File: src/design/ltrcfg_regs.vh
// offsets, field positions, reset values and constants of the latency tolerance config registers
`ifndef LTRCFG_REGS_VH
`define LTRCFG_REGS_VH
// byte addresses within the config space view of this block; decode compares bits 11:2
`define LTRCFG_DEVCAP2_OFF      12'h024
`define LTRCFG_DEVCTL2_OFF      12'h028
`define LTRCFG_CAP_HDR_REL      12'h000
`define LTRCFG_MAXLAT_REL       12'h004
`define LTRCFG_MAXNS_REL        12'h006
// field positions
`define LTRCFG_SUPPORT_BIT      11
`define LTRCFG_ENABLE_BIT       10
`define LTRCFG_LAT_VALUE_MSB    9
`define LTRCFG_LAT_SCALE_LSB    10
`define LTRCFG_LAT_SCALE_MSB    12
`define LTRCFG_LAT_FIELD_MASK   16'h1fff
// fixed header contents
`define LTRCFG_CAP_ID           16'h0018
`define LTRCFG_CAP_VERSION      4'h1
`define LTRCFG_NEXT_NONE        12'h000
// reset values
`define LTRCFG_ENABLE_RST       1'b0
`define LTRCFG_MAXLAT_RST       13'h0000
`endif

File: src/design/ltrcfg_regs_top.v
// config-space registers for latency tolerance reporting of one function
// Functional notes
// - endpoint buffers requests, bursts at full bandwidth
// - support bit 11 reads one when supported
// - all upstream functions report same support
// - bridges, downstream ports tie support zero
// - control bit 10 enables reporting
// - upstream: only function zero has writable enable; every downstream function has one
// - unsupported component may tie enable zero
// - enable resets to zero
// - downstream port clears enable on link down
// - extended capability only on supporting upstream ports
// - extended capability only in function zero
// - header id reads 0018h
// - header version reads 1h
// - header next pointer is configured offset
// - snoop at 04h, no-snoop at 06h
// - bits 9:0 writable latency value
// - bits 12:10 writable latency scale
// - value and scale reset to zero
// - switch reports only while upstream enable set
// - downstream enable clear invalidates its tolerances
`timescale 1ns/1ps
`include "ltrcfg_regs.vh"
module ltrcfg_regs_top #(
   parameter       LTR_SUPPORTED = 1,
   parameter       IS_DOWNSTREAM = 0,
   parameter       IS_BRIDGE     = 0,
   parameter [2:0] FUNC_NUM      = 3'h0,
   parameter [11:0] CAP_BASE     = 12'h100,
   parameter [11:0] NEXT_CAP     = `LTRCFG_NEXT_NONE
) (
   // clock and reset
   input  wire        mclk_in,
   input  wire        reset_n_in,
   // configuration access from the root complex
   input  wire        cfg_req_in,
   input  wire        cfg_wr_in,
   input  wire [11:0] cfg_addr_in,
   input  wire [3:0]  cfg_be_in,
   input  wire [31:0] cfg_wdata_in,
   output reg  [31:0] cfg_rdata_out,
   output reg         cfg_ack_out,
   output reg         cfg_hit_out,
   // link status
   input  wire        dl_down_in,
   // requested tolerances from the function core
   input  wire [12:0] req_snoop_in,
   input  wire [12:0] req_nosnoop_in,
   input  wire        req_update_in,
   // state to the message logic
   output wire        ltr_enable_out,
   output reg  [12:0] rpt_snoop_out,
   output reg  [12:0] rpt_nosnoop_out,
   output reg         rpt_send_out,
   output wire        tol_invalid_out
);

   // structural qualifiers, evaluated at elaboration
   // these are constants, so a function without the feature spends no gates on it
   // tie on bridges
   localparam SUP_BIT = (LTR_SUPPORTED != 0) && (IS_BRIDGE == 0);
   localparam SUP_ADV = SUP_BIT && (IS_DOWNSTREAM == 0);
   // only function zero of an upstream port owns the enable
   localparam EN_RW   = (LTR_SUPPORTED != 0) && (IS_DOWNSTREAM != 0 || FUNC_NUM == 3'h0);
   // and only function zero carries it
   localparam HAS_CAP = (LTR_SUPPORTED != 0) && (IS_DOWNSTREAM == 0) && (FUNC_NUM == 3'h0);

   // byte addresses of the decoded dwords; only bits 11:2 take part in a match
   // the no-snoop register shares the dword of the snoop register, so it has no entry here
   localparam [11:0] DEVCAP2_ADR = `LTRCFG_DEVCAP2_OFF;
   localparam [11:0] DEVCTL2_ADR = `LTRCFG_DEVCTL2_OFF;
   localparam [11:0] HDR_ADR     = CAP_BASE + `LTRCFG_CAP_HDR_REL;
   localparam [11:0] LAT_ADR     = CAP_BASE + `LTRCFG_MAXLAT_REL;
   // writable bits of one maximum latency field; the rest read zero
   localparam [15:0] FLD_MASK    = `LTRCFG_LAT_FIELD_MASK;

   // dword match of a request address; the byte offset inside the dword is ignored
   // a capability placed off a dword boundary would alias, so CAP_BASE must be aligned
   function dw_hit;
      input [11:0] addr;
      input [11:0] reg_adr;
      begin
         dw_hit = (addr[11:2] == reg_adr[11:2]);
      end
   endfunction

   // latency is compared after expansion; scale steps are 32x
   function [47:0] lat_ns;
      input [12:0] f;
      begin
         lat_ns = {38'h0, f[9:0]} << (5 * f[12:10]);
      end
   endfunction

   // pick the smaller of a request and its ceiling
   function [12:0] lat_clamp;
      input [12:0] req;
      input [12:0] ceil;
      begin
         if (lat_ns(req) > lat_ns(ceil)) begin
            lat_clamp = ceil;
         end else begin
            lat_clamp = req;
         end
      end
   endfunction

   reg         enable;
   wire [12:0] max_snoop;
   wire [12:0] max_nosnoop;
   wire        cap_hdr_hit;
   wire        cap_lat_hit;
   wire        devcap2_hit;
   wire        devctl2_hit;
   wire        wr_cap;
   wire [12:0] wdata_fld;
   wire [12:0] wmask_fld;
   wire [12:0] wmask_ns_fld;
   wire        wr_snoop_en;
   wire        wr_nosnoop_en;

   // address decode; the capability dword holds both 16-bit registers
   // place snoop, no-snoop
   assign devcap2_hit = dw_hit(cfg_addr_in, DEVCAP2_ADR);
   assign devctl2_hit = dw_hit(cfg_addr_in, DEVCTL2_ADR);
   // capability dwords vanish from the map where the structure is not carried
   assign cap_hdr_hit = HAS_CAP && dw_hit(cfg_addr_in, HDR_ADR);
   assign cap_lat_hit = HAS_CAP && dw_hit(cfg_addr_in, LAT_ADR);

   // byte lanes 0-1 hit snoop, 2-3 hit no-snoop; both may be written at once
   assign wr_cap    = cfg_req_in && cfg_wr_in && cap_lat_hit;
   assign wdata_fld = cfg_wdata_in[12:0];
   assign wmask_fld = {{5{cfg_be_in[1]}}, {8{cfg_be_in[0]}}} & FLD_MASK[12:0];
   assign wmask_ns_fld = {{5{cfg_be_in[3]}}, {8{cfg_be_in[2]}}} & FLD_MASK[12:0];

   // a half is only touched when one of its own byte lanes is enabled
   assign wr_snoop_en   = wr_cap && (cfg_be_in[1:0] != 2'b00);
   assign wr_nosnoop_en = wr_cap && (cfg_be_in[3:2] != 2'b00);

   ltrcfg_maxlat_store #(
      .WIDTH (13)
   ) u_store_snoop (
      .mclk_in     (mclk_in),
      .reset_n_in  (reset_n_in),
      .wr_en_in    (wr_snoop_en),
      .wr_sel_in   (1'b0),
      .wr_data_in  (wdata_fld),
      .wr_mask_in  (wmask_fld),
      .snoop_out   (max_snoop),
      .nosnoop_out ()
   );

   // second instance takes the upper lanes of the same dword
   ltrcfg_maxlat_store #(
      .WIDTH (13)
   ) u_store_nosnoop (
      .mclk_in     (mclk_in),
      .reset_n_in  (reset_n_in),
      .wr_en_in    (wr_nosnoop_en),
      .wr_sel_in   (1'b1),
      .wr_data_in  (cfg_wdata_in[28:16]),
      .wr_mask_in  (wmask_ns_fld),
      .snoop_out   (),
      .nosnoop_out (max_nosnoop)
   );

   // enable bit, cleared by reset and by link down on downstream ports
   always @(posedge mclk_in or negedge reset_n_in) begin
      if (!reset_n_in) begin
         enable <= `LTRCFG_ENABLE_RST;
      end else if ((IS_DOWNSTREAM != 0) && dl_down_in) begin
         enable <= `LTRCFG_ENABLE_RST;
      end else if (EN_RW && cfg_req_in && cfg_wr_in && devctl2_hit && cfg_be_in[1]) begin
         enable <= cfg_wdata_in[`LTRCFG_ENABLE_BIT];
      end
   end

   assign ltr_enable_out = EN_RW ? enable : 1'b0;

   assign tol_invalid_out = (IS_DOWNSTREAM != 0) && !ltr_enable_out;

   // read mux and single-cycle acknowledge
   always @(posedge mclk_in or negedge reset_n_in) begin
      if (!reset_n_in) begin
         cfg_rdata_out <= 32'h00000000;
         cfg_ack_out   <= 1'b0;
         cfg_hit_out   <= 1'b0;
      end else begin
         cfg_ack_out   <= cfg_req_in;
         cfg_hit_out   <= cfg_req_in && (devcap2_hit || devctl2_hit || cap_hdr_hit || cap_lat_hit);
         cfg_rdata_out <= 32'h00000000;
         if (cfg_req_in && !cfg_wr_in) begin
            if (devcap2_hit) begin
               cfg_rdata_out[`LTRCFG_SUPPORT_BIT] <= SUP_ADV ? 1'b1 : 1'b0;
            end else if (devctl2_hit) begin
               cfg_rdata_out[`LTRCFG_ENABLE_BIT] <= ltr_enable_out;
            end else if (cap_hdr_hit) begin
               cfg_rdata_out <= {NEXT_CAP, `LTRCFG_CAP_VERSION, `LTRCFG_CAP_ID};
            end else if (cap_lat_hit) begin
               cfg_rdata_out <= {3'h0, max_nosnoop, 3'h0, max_snoop};
            end
         end
      end
   end

   // report held for burst
   // the last report stands until the next update, so the message logic may batch it
   // reported tolerances: clamped to the programmed maxima, sent only when enabled
   // a zero maximum means unprogrammed, so no clamp is applied then
   always @(posedge mclk_in or negedge reset_n_in) begin
      if (!reset_n_in) begin
         rpt_snoop_out   <= 13'h0000;
         rpt_nosnoop_out <= 13'h0000;
         rpt_send_out    <= 1'b0;
      end else begin
         rpt_send_out <= req_update_in && ltr_enable_out;
         if (req_update_in && ltr_enable_out) begin
            rpt_snoop_out   <= (max_snoop == 13'h0000) ? req_snoop_in
                               : lat_clamp(req_snoop_in, max_snoop);
            rpt_nosnoop_out <= (max_nosnoop == 13'h0000) ? req_nosnoop_in
                               : lat_clamp(req_nosnoop_in, max_nosnoop);
         end
      end
   end
endmodule // ltrcfg_regs_top

File: src/design/ltrcfg_maxlat_store.v
// two-entry store holding the snoop and no-snoop maximum latency fields
`timescale 1ns/1ps
`include "ltrcfg_regs.vh"
module ltrcfg_maxlat_store #(
   parameter WIDTH = 13
) (
   // clock and reset
   input  wire             mclk_in,
   input  wire             reset_n_in,
   // write port, one entry per write
   input  wire             wr_en_in,
   input  wire             wr_sel_in,
   input  wire [WIDTH-1:0] wr_data_in,
   input  wire [WIDTH-1:0] wr_mask_in,
   // registered read of both entries
   output reg  [WIDTH-1:0] snoop_out,
   output reg  [WIDTH-1:0] nosnoop_out
);

   // masked update; entry 0 is snoop, entry 1 is no-snoop
   // fields reset zero
   always @(posedge mclk_in or negedge reset_n_in) begin
      if (!reset_n_in) begin
         snoop_out   <= `LTRCFG_MAXLAT_RST;
         nosnoop_out <= `LTRCFG_MAXLAT_RST;
      end else if (wr_en_in) begin
         if (wr_sel_in) begin
            nosnoop_out <= (nosnoop_out & ~wr_mask_in) | (wr_data_in & wr_mask_in);
         end else begin
            snoop_out <= (snoop_out & ~wr_mask_in) | (wr_data_in & wr_mask_in);
         end
      end
   end
endmodule // ltrcfg_maxlat_store

File: config.mk
export PLATFORM = sky130hd
export DESIGN_NAME = ltrcfg_regs_top
export DESIGN_NICKNAME = d
export VERILOG_FILES = /design/src/design/ltrcfg_regs_top.v /design/src/design/ltrcfg_maxlat_store.v
export VERILOG_INCLUDE_DIRS = /design/src /design/src/design
export SDC_FILE = /design/constraint.sdc
export NUM_CORES = 1
export LEC_CHECK = 0
export BUFFER_PORTS_ARGS = -buffer_cell sky130_fd_sc_hd__buf_4
export CAP_MARGIN = 20
export CELL_PAD_IN_SITES_DETAIL_PLACEMENT = 0
export CELL_PAD_IN_SITES_GLOBAL_PLACEMENT = 1
export CORE_ASPECT_RATIO = 0.9
export CORE_MARGIN = 8
export CORE_UTILIZATION = 43
export CTS_BUF_LIST = sky130_fd_sc_hd__clkbuf_16
export CTS_CLUSTER_DIAMETER = 80
export DETAILED_ROUTE_END_ITERATION = 8
export PLACE_DENSITY_LB_ADDON = 0.1
export SLEW_MARGIN = 40
export SYNTH_ARGS = -nofsm -noshare
export SYNTH_HDL_FRONTEND = slang
export SYNTH_SLANG_ARGS = --single-unit
export TNS_END_PERCENT = 100
File: constraint.sdc
create_clock -name mclk_in -period 5.8 [get_ports mclk_in]
set_clock_uncertainty 0.1 [all_clocks]
set_input_delay 0.58 -clock mclk_in [delete_from_list [all_inputs] [get_ports mclk_in]]
set_output_delay 0.58 -clock mclk_in [all_outputs]
set_load 0.005 [all_outputs]
==> key figures, run 1 <==
Status
  • Outcome: complete, no violations

Pwr
  • VDD IR max: 0.164 mV
  • Combinational Power Share: 0.361
  • P_sw: 0.660 mW
  • Lkg Pwr: 4.76 nW
  • Power per cell area: 173 mW/mm^2
  • Sequential share of power: 0.317
  • Clock network fraction of design power: 0.322
  • Sw frac: 0.353
  • Int Pwr: 1.21 mW

Final layout
  • Cell Count, Final, Fillers Out: 1,591
  • Share of cells above drive strength 1: 0.201
  • Most common cell after layout, fill and taps aside: nor2_1
  • Fill cells: 2,166
  • Final Cell Area: 0.0108 sq mm
  • Storage element area: 0.00205 sq mm
  • Syn-to-layout area delta: 15.6%
  • Final #Nets: 1,484
  • Commonest cells after routing, fill and taps aside: nor2_1 (156), nand2_1 (154), buf_4 (149)
  • Multi-input gate area: 0.00684 sq mm
  • Diodes inserted: 0

Setup path
  • Critical path startpoint category: register
  • Most Frequent Cell on Critical Path: o21ai_0
  • Crit path DAT: 5260 ps
  • WS Path Type: register to register
  • Critical-path top delay cell: o21ai_0
  • R2R depth: 16
  • CP required: 5960 ps
  • Crit-path cells: inv_1 -> o21ai_0 -> o21ai_0 -> o21ai_0 -> o21ai_0 -> o21ai_0 -> nand2_1 -> ha_1 -> nand4_1 -> nor4_1 -> a2bb2oi_1 -> a21boi_0 -> a2111oi_4 -> buf_4 -> o31a_2 -> a21oi_2
  • CP Capture Type: register
  • CP peak stage delay: 530 ps
  • Critical path peak fanout: 26

Timing
  • Worst slew pin tran: 766 ps
  • Worst slew margin: 0.485
  • Final setup fails: 0
  • Period utilization: 0.880
  • Fmax: 0.196 GHz
  • Minimum clock period: 5100 ps
  • Final Max Tran Viols: 0
  • Final Hold Viols: 0
  • Setup WS post-layout: 699 ps
  • Final TNS setup: 0 ps
  • Unrepaired setup endpoints after global routing: no

Place
  • Placed insts: 1,575
  • Pre-CTS WS: 817 ps
  • Area after DPL: 0.0105 sq mm
  • DP Wirelength: 26.0 mm
  • I/O Buffers: 126
  • Placer congestion estimate: 0.934

Global route
  • First-pass GRT wire length: 50.5 mm
  • Initial antenna violation count: 1
  • Vias in the first global route: 8,852
  • Overall Global Routing Usage: 0.240
  • Total congestion overflow: 0
  • Met2 Use GR: 0.328
  • Most used routing layer: met1
  • Largest net degree at the start of global routing: 74
  • Grt met1 use: 0.367
  • Met3 capacity usage during global routing: 0.0577

Routing
  • Drt total wl: 32.5 mm
  • Vias per cell: 5.86
  • Drt pass-1 iters: 5
  • Drt wl/cell: 20.4 microns
  • DRC: 0
  • Post-route ant nets: 0
  • Vias post-DR: 9,325
  • Starting DRT DRC Count: 871

Floorplanning
  • # rows: 51
  • CORE AREA: 0.0215 sq mm
  • Die Height: 156 microns
  • Chip width: 172 microns
  • I/O pins: 143
  • Initial core utilization: 0.435
  • DIE AREA: 0.0267 sq mm

Clock network
  • Cts repair resizes: 0
  • Root Driver: clkbuf_16
  • Worst skew pair latency: 330 ps
  • Sink Count: 82
  • CTS H-tree depth: 3
  • Largest buffer count on any clock path: 2
  • Total CTS buffers: 9
  • CTS tree: yes
  • Clock transition at the registers of the reported paths: 60 ps

Synthesis
  • Top FF cell, synth: dfrtp_1
  • Sequential share of the synthesized area: 0.219
  • Post-synth EDFFs: 0
  • Cells after Synth: 1,212
  • Netlist Area Pre-Place: 0.00936 sq mm
  • Yosys reg bits: 82
  • Mean post-synth cell area: 7.72 sq um
  • Synthesis warning total: 0
  • Synth unique cells: 63
  • Share of flip-flops with an asynchronous set or reset: 1.00

Flow run
  • Max-cap violations: 0

Hold path
  • Hold path cells: 1
  • Tightest Hold Check Type: primary input to register
-- per-layer routing --
metal | vias up | share of wire | wire [microns]
met3 | 35 | 0.084 | 2710
met1 | 4411 | 0.50 | 16200
met5 | - | 0 | 0
li1 | 4567 | - | -
met4 | 0 | 0.015 | 473
met2 | 312 | 0.40 | 13100
-- final cells by class --
class | instances | area share
clock inverters | 6 | 0.00787
multi-input cells | 1022 | 0.632
repair buffers | 151 | 0.105
clock buffers | 9 | 0.0208
flip-flops and latches | 82 | 0.190
well taps | 291 | 0.0337
inverters | 30 | 0.0104
-- timing repair --
action,in CTS,in global routing
endpoints found under the hold margin,9,0
buffers inserted,0,0
hold buffers,1,0
-- worst paths after layout --
check,to,startpoint,slack (ps)
max,rpt_nosnoop_out[7]$_DFFE_PN0P_,register,700
min,cfg_ack_out$_DFF_PN0_,cfg_req_in,300
max reg2reg,rpt_nosnoop_out[7]$_DFFE_PN0P_,register,700
min reg2reg,rpt_nosnoop_out[10]$_DFFE_PN0P_,rpt_nosnoop_out[10]$_DFFE_PN0P_,420
max in group asynchronous,asynchronous set/reset pin,reset_n_in,4230
min in group asynchronous,asynchronous set/reset pin,reset_n_in,510
-- power by group through the flow --
stage | sequential (mW) | combinational (mW) | clock, mW
after floorplan | 0.601 | 0.452 | 0
after global placement | 0.601 | 0.661 | 0
after detailed placement | 0.601 | 0.663 | 0
after CTS | 0.591 | 0.668 | 0.616
after global routing | 0.592 | 0.745 | 0.634
final | 0.591 | 0.675 | 0.602
-- logic make-up after synthesis --
kind of cell | Yosys count | share of synthesized area
AOI/OAI and AO/OA | 309 | 0.211
xor gates and xnor gates | 4 | 0.00374
adders and majority gates | 108 | 0.144
buffers and inverters | 114 | 0.0529
DFF | 82 | 0.219
muxes | 101 | 0.127
other | 1 | 0.000401
and+or+nand+nor | 493 | 0.241
-- per-stage QoR --
stage / hold WS, ps / utilization / total power [mW]
floorplan: 184 / - / 1.05
global placement: 316 / 0.488 / 1.26
detailed placement: 321 / 0.488 / 1.26
CTS: 286 / 0.503 / 1.87
global route: 297 / 0.503 / 1.97
finish: 298 / 0.503 / 1.87
-- Yosys cell counts (all sizes together), types with 35 or more instances --
master  number  area, sq um
mux2        45          507
nand2      154          578
a21oi      101          558
nand3       37          190
nor2       156          586
clkbuf      55          209
mux2i       46          460
o21ai       78          405
nor3        35          175
ha         108         1350
dfrtp       82         2050
-- worst max-delay path: cells and delay by family, from the launching register on --
family / cells / cell delay, ps
AOI/OAI and AO/OA: 10 / 3070
DFF: 1 / 480
and+or+nand+nor: 3 / 650
adders and majority gates: 1 / 310
buffers and inverters: 2 / 420
No activity file was read; power rests on OpenSTA's default activity.
==> inputs of run 2 (changes only) <==
--- a/config.mk
+++ b/config.mk
@@ -17,6 +17,7 @@
 export CTS_CLUSTER_DIAMETER = 80
 export DETAILED_ROUTE_END_ITERATION = 8
 export PLACE_DENSITY_LB_ADDON = 0.1
+export RECOVER_POWER = 50
 export SLEW_MARGIN = 40
 export SYNTH_ARGS = -nofsm -noshare
 export SYNTH_HDL_FRONTEND = slang
==> run 2 against run 1 <==
Compared with the run above: the run now ends with capacitance limit, slew limit left; via count is essentially flat; critical path type unchanged; sequential power is essentially flat; first-iteration DRC count grew 0.80%; worst hold slack gained 64 ps.
==> key figures, run 2 (synthesized netlist as in run 1, its figures left out) <==
Hold path
  • Worst hold endpoint: cfg_ack_out$_DFF_PN0_
  • Hold path cells: 1
  • Hold Crit Start: cfg_req_in
  • Tightest Hold Check Type: primary input to register

Setup path
  • CP delay by family, top: compound AO/OA/AOI/OAI gates
  • Reg2reg end: rpt_nosnoop_out[7]$_DFFE_PN0P_
  • Critical path peak fanout: 26
  • R2R depth: 16
  • CP Capture Type: register
  • CP peak stage delay: 530 ps
  • R2R Setup Slk: 700 ps
  • WS Path Type: register to register
  • Crit-path cells: inv_1 -> o21ai_0 -> o21ai_0 -> o21ai_0 -> o21ai_0 -> o21ai_0 -> nand2_1 -> ha_1 -> nand4_1 -> nor4_1 -> a2bb2oi_1 -> a21boi_0 -> a2111oi_4 -> buf_4 -> o31a_2 -> a21oi_2
  • CP required: 5950 ps
  • Most Frequent Cell on Critical Path: o21ai_0
  • Bufs and invs on worst path: 2
  • Critical-path top delay cell: o21ai_0
  • Crit path DAT: 5260 ps
  • Critical path startpoint category: register

Routing
  • Starting DRT DRC Count: 878
  • Vias per cell: 5.86
  • Vias post-DR: 9,328
  • Drt total wl: 32.3 mm
  • Met1 WL: 16.2 mm
  • Uppermost routed layer: met4
  • Met2 WL: 13.0 mm
  • Post-route ant nets: 0
  • DRC: 0
  • Drt wl/cell: 20.3 microns
  • Drt pass-1 iters: 5
  • Metal3 WL: 2.67 mm

Pwr
  • Sequential share of power: 0.318
  • VDD IR max: 0.163 mV
  • Clock network fraction of design power: 0.323
  • Int Pwr: 1.20 mW
  • Sw frac: 0.353
  • P_sw: 0.656 mW
  • Combinational Power Share: 0.359
  • Power per cell area: 174 mW/mm^2
  • Lkg Pwr: 4.59 nW

Clock network
  • Sink Count: 82
  • Cts hold-fix bufs: 1
  • CTS tree: yes
  • Post-CTS Setup Bufs: 0
  • CTS H-tree depth: 3
  • Worst skew pair latency: 330 ps
  • Total CTS buffers: 9
  • Clock transition at the registers of the reported paths: 60 ps
  • Root Driver: clkbuf_16
  • Largest buffer count on any clock path: 2
  • Cts repair resizes: 0

Global route
  • Total congestion overflow: 0
  • Overall Global Routing Usage: 0.240
  • Vias in the first global route: 8,852
  • First-pass GRT wire length: 50.5 mm
  • Largest net degree at the start of global routing: 74
  • Initial antenna violation count: 1

Timing
  • Worst slew margin: -1.22
  • Final TNS setup: 0 ps
  • Final Max Tran Viols: 128
  • Final setup fails: 0
  • Unrepaired setup endpoints after global routing: no
  • Minimum clock period: 5100 ps
  • Fmax: 0.196 GHz
  • Period utilization: 0.880
  • Worst slew pin tran: 3330 ps
  • Final Hold Viols: 0

Place
  • Placer congestion estimate: 0.934
  • Placed insts: 1,575
  • I/O Buffers: 126
  • DP Wirelength: 26.0 mm

Flow run
  • Max-cap violations: 2

Floorplanning
  • # rows: 51
  • DIE AREA: 0.0267 sq mm
  • Die Height: 156 microns
  • Initial core utilization: 0.435
  • Chip width: 172 microns
  • CORE AREA: 0.0215 sq mm
  • I/O pins: 143

Final layout
  • Fill cells: 2,199
  • Syn-to-layout area delta: 14.0%
  • Most common cell after layout, fill and taps aside: nor2_1
  • Diodes inserted: 0
  • Commonest cells after routing, fill and taps aside: nor2_1 (156), nand2_1 (154), ha_1 (108)
  • Cell Count, Final, Fillers Out: 1,591
  • Share of cells above drive strength 1: 0.170
  • Final #Nets: 1,484

Status
  • Outcome: complete, but fails checks
  • Failing checks: capacitance limit, slew limit
[run 2: changes by cell type in the layout (fill, tap and decap cells not counted), sizes merged]
cell,previous run,this run
buf,150,89
clkbuf,9,69
clkdlybuf4s25,0,1
[run 2: power by group through the flow]
stage	clock network [mW]	registers (mW)	logic, mW
floorplan	0	0.601	0.452
global placement	0	0.601	0.661
detailed placement	0	0.601	0.663
CTS	0.616	0.591	0.668
global route	0.634	0.592	0.737
finish	0.599	0.591	0.667
[run 2: how the worst max path moves through the flow]
stage / start / endpoint / depth (start not counted)
after global routing: register / rpt_nosnoop_out[4]$_DFFE_PN0P_ / 16
after global placement: req_snoop_in[10] / rpt_snoop_out[6]$_DFFE_PN0P_ / 14
after floorplan: register / rpt_nosnoop_out[10]$_DFFE_PN0P_ / 17
after CTS: register / rpt_nosnoop_out[7]$_DFFE_PN0P_ / 16
after detailed placement: req_snoop_in[10] / rpt_snoop_out[10]$_DFFE_PN0P_ / 14
final: register / rpt_nosnoop_out[7]$_DFFE_PN0P_ / 16
[run 2: metal layers]
layer  up-vias  GRT usage
met5         -          0
met2       311      0.328
met3        33     0.0577
li1       4572          -
met1      4412      0.367
met4         0     0.0538
[run 2: final cells by class]
class                           instances  area, sq um  share of cell area
Clock inverter                          6         85.1             0.00798
Clock buffer                            9          225              0.0211
Sequential cell                        82         2050               0.192
Timing Repair Buffer                  151          996              0.0934
Tap cell                              291          364              0.0341
Inverter                               30          113              0.0106
Multi-Input combinational cell       1022         6830               0.641
[run 2: per-stage QoR]
stage | setup WS [ps] | hold WS (ps) | util | cell area [sq um] | total power [mW]
final | 695 | 361 | 0.496 | 10700 | 1.86
after global routing | 300 | 367 | 0.496 | 10700 | 1.96
after CTS | 873 | 286 | 0.503 | 10800 | 1.87
after detailed placement | 817 | 321 | 0.488 | 10500 | 1.26
after global placement | 854 | 316 | 0.488 | 10500 | 1.26
after floorplan | 1390 | 184 | - | 9380 | 1.05
==> inputs of run 3 (changes only) <==
--- a/config.mk
+++ b/config.mk
@@ -18,6 +18,7 @@
 export DETAILED_ROUTE_END_ITERATION = 8
 export PLACE_DENSITY_LB_ADDON = 0.1
 export RECOVER_POWER = 50
+export REMOVE_ABC_BUFFERS = 1
 export SLEW_MARGIN = 40
 export SYNTH_ARGS = -nofsm -noshare
 export SYNTH_HDL_FRONTEND = slang
==> constraint.sdc (replaced) <==
create_clock -name mclk_in -period 5.5 [get_ports mclk_in]
set_clock_uncertainty 0.1 [all_clocks]
set_input_delay 0.55 -clock mclk_in [delete_from_list [all_inputs] [get_ports mclk_in]]
set_output_delay 0.55 -clock mclk_in [all_outputs]
set_load 0.005 [all_outputs]
==> run 3 against run 2 <==
Compared with the run above: the run still ends with capacitance limit, slew limit left; utilization increased by 0.45 points; routed wire length decreased by 5.9%; clock-buffer cell count unchanged; critical path type is now primary input to register; highest routed layer unchanged.
==> key figures, run 3 (synthesized netlist as in run 1, its figures left out) <==
Timing
  • Final setup fails: 0
  • Minimum clock period: 4710 ps
  • Final TNS setup: 0 ps
  • Unrepaired setup endpoints after global routing: no
  • Worst slew margin: -0.798
  • Final Max Tran Viols: 94
  • Worst slew pin tran: 2700 ps
  • Final Hold Viols: 0
  • Period utilization: 0.856
  • Final hold slack: 300 ps
  • Setup WS post-layout: 794 ps
  • Fmax: 0.213 GHz

Pwr
  • VDD IR max: 0.166 mV
  • Power per cell area: 177 mW/mm^2
  • Lkg Pwr: 4.66 nW

Setup path
  • Critical-path top delay cell: ha_1
  • Critical path startpoint category: primary input
  • Crit-path cells: buf_4 -> ha_1 -> nor2b_1 -> a22oi_1 -> nor2_1 -> a21oi_1 -> nor2_1 -> ha_1 -> nand4_1 -> nor4_1 -> and3_1 -> a221o_1 -> nand3_1 -> a31oi_1
  • WS Path Type: primary input to register
  • Crit path DAT: 4840 ps
  • CP delay by family, top: simple AND/OR/NAND/NOR gates
  • CP Capture Type: register
  • CP peak stage delay: 760 ps
  • Bufs and invs on worst path: 1
  • CP required: 5630 ps
  • Critical path peak fanout: 19

Routing
  • Drt pass-1 iters: 5
  • Starting DRT DRC Count: 759
  • Drt total wl: 30.4 mm
  • Vias post-DR: 9,274
  • Drt wl/cell: 19.0 microns
  • DRC: 0
  • Vias per cell: 5.81
  • Post-route ant nets: 0

Place
  • Pre-CTS WS: 522 ps
  • Area after DPL: 0.0105 sq mm
  • Placer congestion estimate: 0.917
  • I/O Buffers: 126
  • DP Wirelength: 24.4 mm

Final layout
  • Final #Nets: 1,489
  • Commonest cells after routing, fill and taps aside: nor2_1 (156), nand2_1 (154), ha_1 (108)
  • Share of cells above drive strength 1: 0.188
  • Diodes inserted: 0
  • Syn-to-layout area delta: 15.0%
  • Final Cell Area: 0.0108 sq mm
  • Most common cell after layout, fill and taps aside: nor2_1

Floorplanning
  • # rows: 51
  • DIE AREA: 0.0267 sq mm
  • Initial core utilization: 0.435
  • I/O pins: 143
  • Die Height: 156 microns
  • Chip width: 172 microns
  • CORE AREA: 0.0215 sq mm

Status
  • Outcome: complete, but fails checks
  • Failing checks: capacitance limit, slew limit

Hold path
  • Tightest Hold Check Type: primary input to register

Global route
  • Total congestion overflow: 0
  • Vias in the first global route: 8,865
  • Initial antenna violation count: 0
  • First-pass GRT wire length: 48.1 mm
  • Largest net degree at the start of global routing: 54
  • Overall Global Routing Usage: 0.226

Clock network
  • Total CTS buffers: 9
  • Worst skew pair latency: 340 ps
  • CTS tree: yes
  • Root Driver: clkbuf_16
  • Cts repair resizes: 0
  • CTS H-tree depth: 3
  • Clock transition at the registers of the reported paths: 60 ps
  • Sink Count: 82
  • Largest buffer count on any clock path: 2
  • Post-CTS Setup Bufs: 0

Flow run
  • Max-cap violations: 2
-- run 3: worst reg2reg max path, cell delays in order (launching register included) --
cell and delay (ps):
dfrtp_1 470, ha_1 840, mux2_2 350, o21ai_0 80
o21ai_0 360, nand2_1 100, ha_1 310, nand4_1 200
nor4_1 610, and3_1 280, a221o_1 480, nand3_1 220
a31oi_1 200
-- run 3: area by class of cell --
type | count | area (sq um)
clock buffers | 9 | 225
clock inverters | 7 | 70.1
fillers | 2183 | 10700
inverters | 30 | 113
multi-input cells | 1022 | 6830
flip-flops and latches | 82 | 2050
well taps | 291 | 364
repair buffers | 156 | 1110
-- run 3: stage by stage --
stage	std cells	util	power, mW
after floorplan	1134	-	1.07
after global placement	1579	0.489	1.32
after detailed placement	1580	0.490	1.32
after CTS	1597	0.504	1.93
after global routing	1597	0.501	2.02
final	1597	0.501	1.91
-- run 3: metal layers --
metal	GRT usage	vias to the layer above	share of wire
met2	0.399	283	0.49
met4	0.0426	0	0.015
li1	-	4598	-
met1	0.292	4362	0.44
met5	0	-	0
met3	0.0261	31	0.052
-- run 3: path summary, 6_finish.rpt --
path                                                     start                              to  slack, ps  cells past startpoint
max in group asynchronous                           reset_n_in     cfg_rdata_out[24]$_DFF_PN0_       1880                      3
worst min register to register  rpt_nosnoop_out[7]$_DFFE_PN0P_  rpt_nosnoop_out[7]$_DFFE_PN0P_        410                      2
worst min-delay path                                cfg_req_in           cfg_ack_out$_DFF_PN0_        300                      1
worst max-delay path                          req_snoop_in[10]    rpt_snoop_out[9]$_DFFE_PN0P_        790                     14
worst max register to register                        register    rpt_snoop_out[9]$_DFFE_PN0P_        820                     12
min in group asynchronous                           reset_n_in      cfg_rdata_out[9]$_DFF_PN0_        770                      2
-- run 3: timing repair --
action	CTS	global route
hold buffers	1	0
endpoints found under the setup margin	0	0
endpoints found under the hold margin	17	0
-- run 3: report_power, final --
part           total, mW  switching, mW  internal (mW)
clock network      0.597          0.248          0.350
registers          0.623        0.00769          0.615
logic              0.687          0.424          0.262
total               1.91          0.679           1.23
